--- src/chan_port_defines.svh ---
// Constants of the channel control and status byte port
`ifndef CHAN_PORT_DEFINES_SVH
`define CHAN_PORT_DEFINES_SVH
`define MODE_BIT        7
`define DIR_BIT         6
`define CAL_EN_BIT      5
`define CAL_GAIN_BIT    4
`define CAL_OFFS_BIT    3
`define CLK_SEL_BIT     2
`define ADJ_UP_BIT      1
`define ADJ_DOWN_BIT    0
`define ERR_BIT         6
`define OVER_BIT        1
`define UNDER_BIT       0
`define REG_NUM_W       6
`define REG_CODE_WORD   6'h1f
`define REG_DIAG        6'h06
`define USER_REG_FIRST  6'h10
`define USER_CODE       16'h1235
`define REG_RESET       16'h0000
`define STATUS_RESET    8'h00
`endif

--- src/chan_port_pkg.sv ---
// Types shared by the channel port files
package chan_port_pkg;
   // Calibration controls decoded from the control byte
   typedef struct packed {
      logic enable;
      logic gain;
      logic offset;
      logic fast_clock;
      logic up;
      logic down;
   } cal_ctrl_s;
   // Register access request towards the register store
   typedef struct packed {
      logic       valid;
      logic       write;
      logic [5:0] number;
      logic [15:0] data;
   } reg_req_s;
   // Measurement flags from the conversion path
   typedef struct packed {
      logic error;
      logic over;
      logic under;
   } meas_flags_s;
endpackage

--- src/channel_port.sv ---
// One channel: control byte decode, status byte and register store
`timescale 1ns/100ps
`default_nettype none
`include "chan_port_defines.svh"
module channel_port #(
   parameter int NUM_REGS = 64
) (
   // Clock and reset
   input  wire logic                     clk_sys,
   input  wire logic                     rst_n,
   // Process image
   input  wire logic [7:0]               channel_control_byte,
   input  wire logic [15:0]              output_data_word,
   input  wire logic [15:0]              meas_value,
   input  wire chan_port_pkg::meas_flags_s flags,
   output logic      [7:0]               channel_status_byte,
   output logic      [15:0]              input_data_word,
   // Calibration towards the conversion path
   output chan_port_pkg::cal_ctrl_s      cal_ctrl,
   output logic                          cal_commit
);
   import chan_port_pkg::*;

   logic [15:0] regs_r [NUM_REGS];
   logic [7:0]  status_r;
   logic [15:0] data_r;
   logic [15:0] code_r;
   logic        code_ok;
   logic        reg_mode;
   reg_req_s    req;
   logic        user_reg;
   logic [7:0]  pd_byte;

   // Mode bit chooses how the rest of the byte is read
   assign reg_mode = channel_control_byte[`MODE_BIT];
   assign code_ok  = (code_r == `USER_CODE);
   assign req.valid  = reg_mode;
   assign req.write  = channel_control_byte[`DIR_BIT];
   assign req.number = channel_control_byte[`REG_NUM_W-1:0];
   assign req.data   = output_data_word;
   assign user_reg   = (req.number >= `USER_REG_FIRST) &&
                       (req.number != `REG_CODE_WORD);

   // Process data view of the byte; zero in register mode so that
   // register numbers never reach the calibration controls
   assign pd_byte = reg_mode ? '0 : channel_control_byte;

   // Code word cleared at restart, written without the code word check that user registers need
   always_ff @(posedge clk_sys) begin
      if (!rst_n) begin
         code_r <= `REG_RESET;
      end else if (req.valid && req.write &&
                   req.number == `REG_CODE_WORD) begin
         code_r <= req.data;
      end
   end

   // User registers only take data once the code word is present
   always_ff @(posedge clk_sys) begin
      if (!rst_n) begin
         for (int i = 0; i < NUM_REGS; i++) begin
            regs_r[i] <= `REG_RESET;
         end
      end else if (req.valid && req.write && user_reg && code_ok) begin
         regs_r[req.number] <= req.data;
      end
   end

   // Status byte and data word, registered
   always_ff @(posedge clk_sys) begin
      if (!rst_n) begin
         status_r <= `STATUS_RESET;
         data_r   <= `REG_RESET;
      end else if (reg_mode) begin
         status_r <= {1'b1, req.write, req.number};
         if (req.number == `REG_CODE_WORD) begin
            data_r <= code_r;
         end else if (req.number == `REG_DIAG) begin
            data_r <= {8'h00, status_r};
         end else begin
            data_r <= regs_r[req.number];
         end
      end else begin
         // Reserved bits 5..2 forced low
         status_r <= {1'b0, flags.error, 4'h0,
                      flags.over, flags.under};
         data_r   <= meas_value;
      end
   end

   // Calibration enable only sets with the code word in place; the other controls follow the byte regardless
   always_ff @(posedge clk_sys) begin
      if (!rst_n) begin
         cal_ctrl <= '0;
      end else begin
         cal_ctrl.enable <= code_ok && pd_byte[`CAL_EN_BIT];
         cal_ctrl.gain   <= pd_byte[`CAL_GAIN_BIT];
         cal_ctrl.offset <= pd_byte[`CAL_OFFS_BIT];
         cal_ctrl.fast_clock <= pd_byte[`CLK_SEL_BIT];
         cal_ctrl.up     <= pd_byte[`ADJ_UP_BIT];
         cal_ctrl.down   <= pd_byte[`ADJ_DOWN_BIT];
      end
   end

   // Commit pulse when a register write takes the code word away: value stored for good
   logic code_ok_d;
   always_ff @(posedge clk_sys) begin
      if (!rst_n) begin
         code_ok_d  <= 1'b0;
         cal_commit <= 1'b0;
      end else begin
         code_ok_d  <= code_ok;
         cal_commit <= code_ok_d && !code_ok;
      end
   end

   assign channel_status_byte = status_r;
   assign input_data_word     = data_r;
endmodule
`default_nettype wire

--- src/chan_ctrl_status_port.sv ---
// Two-channel control and status byte port
//
// Summary of operation
// - Control byte comes in output image; status byte goes in input image.
// - Control bit 7 picks process data mode (0) or register mode (1).
// - Status bit 7 acknowledges the active mode.
// - Control bit 5 enables compensation, only with code word present.
// - Bits 4/3 select gain/offset; storage commits when a write clears the code word.
// - Bit 2 slow/fast clock, bit 1 up, bit 0 down; bit 6 reserved.
// - Status bit 6 is general error; bits 5..2 read zero.
// - Status bit 1 over range, bit 0 under range.
// - In register mode control bit 6: 0 read, 1 write.
// - Bits 5..0 give register number; data words carry the value.
// - Status bit 6 echoes access direction, 0 for read.
// - Second channel identical and independent.
// - User register writes refused without the user code word.
// - Code word register clears on restart.
// - Diagnostic register low byte shows the status byte.
`timescale 1ns/100ps
`default_nettype none
`include "chan_port_defines.svh"
module chan_ctrl_status_port #(
   parameter int NUM_CHANNELS = 2,
   parameter int NUM_REGS     = 64
) (
   // Clock and reset
   input  wire logic                        clk_sys,
   input  wire logic                        rst_n,
   // Output image from the controller
   input  wire logic [NUM_CHANNELS-1:0][7:0]  control_bytes,
   input  wire logic [NUM_CHANNELS-1:0][15:0] output_data_words,
   // Conversion path results
   input  wire logic [NUM_CHANNELS-1:0][15:0] meas_values,
   input  wire chan_port_pkg::meas_flags_s [NUM_CHANNELS-1:0] meas_flags,
   // Input image to the controller
   output logic      [NUM_CHANNELS-1:0][7:0]  status_bytes,
   output logic      [NUM_CHANNELS-1:0][15:0] input_data_words,
   // Calibration controls
   output chan_port_pkg::cal_ctrl_s [NUM_CHANNELS-1:0] cal_ctrls,
   output logic      [NUM_CHANNELS-1:0]       cal_commits
);
   import chan_port_pkg::*;

   // Each channel owns its bytes and register store
   for (genvar c = 0; c < NUM_CHANNELS; c++) begin : g_ch
      channel_port #(.NUM_REGS(NUM_REGS)) u_ch (
         .clk_sys              (clk_sys),
         .rst_n                (rst_n),
         .channel_control_byte (control_bytes[c]),
         .output_data_word     (output_data_words[c]),
         .meas_value           (meas_values[c]),
         .flags                (meas_flags[c]),
         .channel_status_byte  (status_bytes[c]),
         .input_data_word      (input_data_words[c]),
         .cal_ctrl             (cal_ctrls[c]),
         .cal_commit           (cal_commits[c])
      );
   end
endmodule
`default_nettype wire

--- config.mk ---
export PLATFORM = sky130hd
export DESIGN_NAME = chan_ctrl_status_port
export DESIGN_NICKNAME = d
export VERILOG_FILES = /design/src/chan_port_pkg.sv /design/src/channel_port.sv /design/src/chan_ctrl_status_port.sv
export VERILOG_INCLUDE_DIRS = /design/src
export SDC_FILE = /design/constraint.sdc
export NUM_CORES = 2
export LEC_CHECK = 0
export BUFFER_PORTS_ARGS = -buffer_cell sky130_fd_sc_hd__buf_2
export CORE_ASPECT_RATIO = 1.25
export CORE_MARGIN = 2
export CORE_UTILIZATION = 45
export CTS_CLUSTER_SIZE = 40
export DETAILED_ROUTE_END_ITERATION = 10
export PLACE_DENSITY = 0.62
export REMOVE_ABC_BUFFERS = 1
export SETUP_SLACK_MARGIN = 0.1
export SKIP_LAST_GASP = 1
export SLEW_MARGIN = 5
export SYNTH_ARGS = -nofsm -noshare
export SYNTH_HDL_FRONTEND = slang
export SYNTH_SLANG_ARGS = --single-unit
--- constraint.sdc ---
create_clock -name clk_sys -period 3.4 [get_ports clk_sys]
set_input_delay 0.34 -clock clk_sys [delete_from_list [all_inputs] [get_ports clk_sys]]
set_output_delay 0.34 -clock clk_sys [all_outputs]
set_load 0.01 [all_outputs]
==> flow_summary.toml <==
[worst_setup_path]
cp_num_cells = 8
crit_path_cell_trace = "dlygate4sd3_1 -> buf_2 -> nand3b_1 -> nor2_1 -> a22oi_1 -> o2111ai_1 -> a211oi_1 -> a31oi_1"
crit_slowest_cell = "sky130_fd_sc_hd__o2111ai_1"
reg2reg_depth = 7
critPathCaptureType = "register"
worst-setup-path-type = "input pin to register"
arrival_worst_endpoint_ns = 3.78
worst_setup_path_start_kind = "input pin"
worstPathBufferInverterCount = 2
critical-path-top-delay-family = "compound AO/OA/AOI/OAI gates"
required_worst_endpoint_ns = 4.14
path_max_fanout = 17
critical_path.max_stage_delay_ns = 0.62

[yosys]
synth_sequential_area_ratio_pct = 66.8
post_synth_inst_count = 6580
asyncSetResetFlopFracSynth_pct = 0
syn_avg_cell_area_sq_um = 14.4
synthDominantCellAreaShare_pct = 64.8
synth.distinct_cells = 82
biggest_area_consumer_among_synthesized_cells = "sky130_fd_sc_hd__edfxtp_1"
synth.yosys.warnings = 0
synth.cell_area_sq_um = 94800
synth.area.top_cells = "sky130_fd_sc_hd__edfxtp_1, sky130_fd_sc_hd__and2_1, sky130_fd_sc_hd__mux4_2"
ys_dominant_reg_cell = "sky130_fd_sc_hd__edfxtp_1"
yosys_register_bits = 2141
synth_edf_count = 2045

[floorplan]
design.core.area_sq_um = 210000
die-height_um = 517
rows = 188
dieArea_sq_um = 214000
die_w_um = 414
start_util_pct = 45.2
design.portCount = 150

[clocking]
clk_pin_slew_worst_paths_ns = 0.06
clkSinkCount = 2141
insertion_delay_ns = 0.88
clock_tree.htree_level_count = 4
tritoncts.num_buffers = 212
cts_resized = 0
tritoncts = "built"
root_buffer = "sky130_fd_sc_hd__clkbuf_16"
max-clock-path-buffers = 3

[routing]
detailroute.via_count = 60400
routed_length_per_instance_um = 30.1
route.met2.wl_mm = 153
routed_wl_mm = 313
drt_first_pass_iters = 6
route.layer.met1.wl_mm = 110
drt_drc_violations_left = 0
met3WireLength_mm = 24.7
first_iter_violations = 7182
post_drt_via_cell_ratio = 5.81
detail-route-antenna-nets = 0
topRoutingLayerUsed = "met5"

[pwr]
finalPower_w = 0.0589
peakVddDrop_mv = 0.611
p_per_area_nw_per_um2 = 533
leakagePower_nw = 40.2

[finish]
num-fill-cells = 17300
final_layout_net_count = 7544
multiInputGateArea_sq_um = 30800
seq_area_sq_um = 63300
drive_gt1_share_pct = 19.3
layout-area-overhead-vs-synth_pct = 16.6

[sta]
min_period_over_period_pct = 89.4
timing.max_slew.rel_slack_pct = 17.4
rsz0062_at_grt = "false"
max_freq_ghz = 0.329
setup_violations = 0
skew_ns = 0.0471
layout_min_cycle_time_ns = 3.04
hold-worst-slack_ns = 0.0342
slew_viol_final = 0
final_hold_viols = 0
worst-slew-pin-transition_ns = 1.24

[global_routing]
largest_net_degree_at_the_start_of_global_routing = 49
groute.usage.overall_pct = 28.9
first_global_vias = 60300
global_route.overflow_total = 0
grt_first_pass_wirelength_mm = 442
antenna_found_initial = 19

[placed_design]
io_buffer_count = 149
gpl.final_weighted_congestion = 0.999
dp_hpwl_mm = 206

[run]
max-cap-violations = 0

[worst_hold_path]
hold_path_class = "input pin to register"
min_delay_path_depth = 3

[outcome]
run_status = "completed"
through the flow:
stage | setup TNS [ns] | utilization (%) | std cells | area (sq um) | setup slack, ns
after floorplan | -595.26 | - | 6514 | 94100 | -0.680
after global placement | 0 | 49.3 | 9947 | 103000 | 0.0868
after detailed placement | 0 | 49.3 | 9947 | 103000 | 0.116
after CTS | 0 | 52.7 | 10400 | 110000 | 0.358
after global routing | 0 | 52.7 | 10400 | 110000 | 0.278
final | 0 | 52.7 | 10400 | 110000 | 0.361
final timing paths:
path                          start                                  end  slack, ns
max               control_bytes[13]     g_ch[1].u_ch.input_data_word[12]       0.36
min                control_bytes[9]  g_ch[1].u_ch.channel_status_byte[1]       0.03
max reg2reg  g_ch[0].u_ch.code_r[0]          g_ch[0].u_ch.regs_r[18][11]       0.38
min reg2reg  g_ch[1].u_ch.code_ok_d              g_ch[1].u_ch.cal_commit       0.43
cell usage after synthesis, types with 79 or more instances:
cell type,number
sky130_fd_sc_hd__buf_2,144
sky130_fd_sc_hd__mux2_2,174
sky130_fd_sc_hd__a21oi_1,133
sky130_fd_sc_hd__o22ai_1,79
sky130_fd_sc_hd__and2_1,1518
sky130_fd_sc_hd__dfxtp_1,96
sky130_fd_sc_hd__nand2_1,195
sky130_fd_sc_hd__nor2_1,101
sky130_fd_sc_hd__clkbuf_1,361
sky130_fd_sc_hd__edfxtp_1,2045
sky130_fd_sc_hd__o21ai_0,199
sky130_fd_sc_hd__mux4_2,153
sky130_fd_sc_hd__mux2i_1,261
sky130_fd_sc_hd__a221oi_1,165
sky130_fd_sc_hd__a22oi_1,190
final cells by class:
type	instances	area share (%)
multi-input combinational	4326	27.9
clock buffer	278	5.23
tap	2755	3.12
inverter	47	0.162
antenna	5	0.0113
clock inverter	114	0.778
timing repair buffer	728	5.45
sequential	2141	57.3
worst min-delay path, cell delays in order:
cell,delay (ns)
sky130_fd_sc_hd__buf_8,0.23
sky130_fd_sc_hd__mux2i_1,0.21
sky130_fd_sc_hd__nor2_1,0.06
kinds of logic (layout without fill, tap and decap cells):
group,after synthesis,in the layout,share of synthesized area (%)
AND/OR/NAND/NOR,2142,2142,13.8
AO/OA/AOI/OAI,1055,1055,7.88
other,1,546,0.00396
multiplexers,588,588,8.46
buffers and inverters,653,1167,2.98
flip-flops,2141,2141,66.8
layout by cell type (no fill, tap or decap), types with 20 or more instances in the layout:
master	n
sky130_fd_sc_hd__mux2_2	174
sky130_fd_sc_hd__nor2_4	43
sky130_fd_sc_hd__clkbuf_16	220
sky130_fd_sc_hd__a221o_1	44
sky130_fd_sc_hd__a21oi_1	133
sky130_fd_sc_hd__nor2_2	52
sky130_fd_sc_hd__o2bb2ai_1	20
sky130_fd_sc_hd__buf_12	59
sky130_fd_sc_hd__edfxtp_1	2045
sky130_fd_sc_hd__dfxtp_1	96
sky130_fd_sc_hd__clkbuf_1	51
sky130_fd_sc_hd__o21ai_1	73
sky130_fd_sc_hd__mux4_2	153
sky130_fd_sc_hd__a221oi_1	165
sky130_fd_sc_hd__nor2_1	94
sky130_fd_sc_hd__nand3_1	45
sky130_fd_sc_hd__o22ai_1	79
sky130_fd_sc_hd__o21ai_0	105
sky130_fd_sc_hd__a22oi_1	190
sky130_fd_sc_hd__and3_1	25
sky130_fd_sc_hd__clkinv_1	51
sky130_fd_sc_hd__dlygate4sd3_1	50
sky130_fd_sc_hd__o21ai_2	21
sky130_fd_sc_hd__nand2_1	195
sky130_fd_sc_hd__and2_1	1516
sky130_fd_sc_hd__buf_4	470
sky130_fd_sc_hd__mux2i_1	261
sky130_fd_sc_hd__inv_1	41
sky130_fd_sc_hd__a22o_1	41
sky130_fd_sc_hd__clkinv_2	36
sky130_fd_sc_hd__conb_1	541
sky130_fd_sc_hd__nor3_1	22
sky130_fd_sc_hd__buf_2	142
sky130_fd_sc_hd__a31oi_1	56
report_power, final:
part           switching [W]  internal (W)
registers           0.000424        0.0304
clock network         0.0102        0.0127
logic                0.00354       0.00173
total                 0.0141        0.0448
registers in the layout (all words and copies together) (netlist names):
name and flops:
g_ch.u_ch.code_ok_d 2, g_ch.u_ch.cal_ctrl 12, g_ch.u_ch.regs_r 2045, g_ch.u_ch.input_data_word 32
g_ch.u_ch.code_r 32, g_ch.u_ch.channel_status_byte 16, g_ch.u_ch.cal_commit 2
per-layer routing:
layer | up-vias | global-route usage [%]
met1 | 30500 | 33.6
met5 | - | 0
met4 | 8 | 20.2
met2 | 3108 | 49.1
li1 | 25900 | -
met3 | 883 | 4.84
repair_timing:
| action | CTS | global route |
|---|---|---|
| hold buffers | 50 | 0 |
| hold endpoints to repair | 58 | 0 |
| buffers inserted | 0 | 0 |
Power figures use the tool's default switching activity.
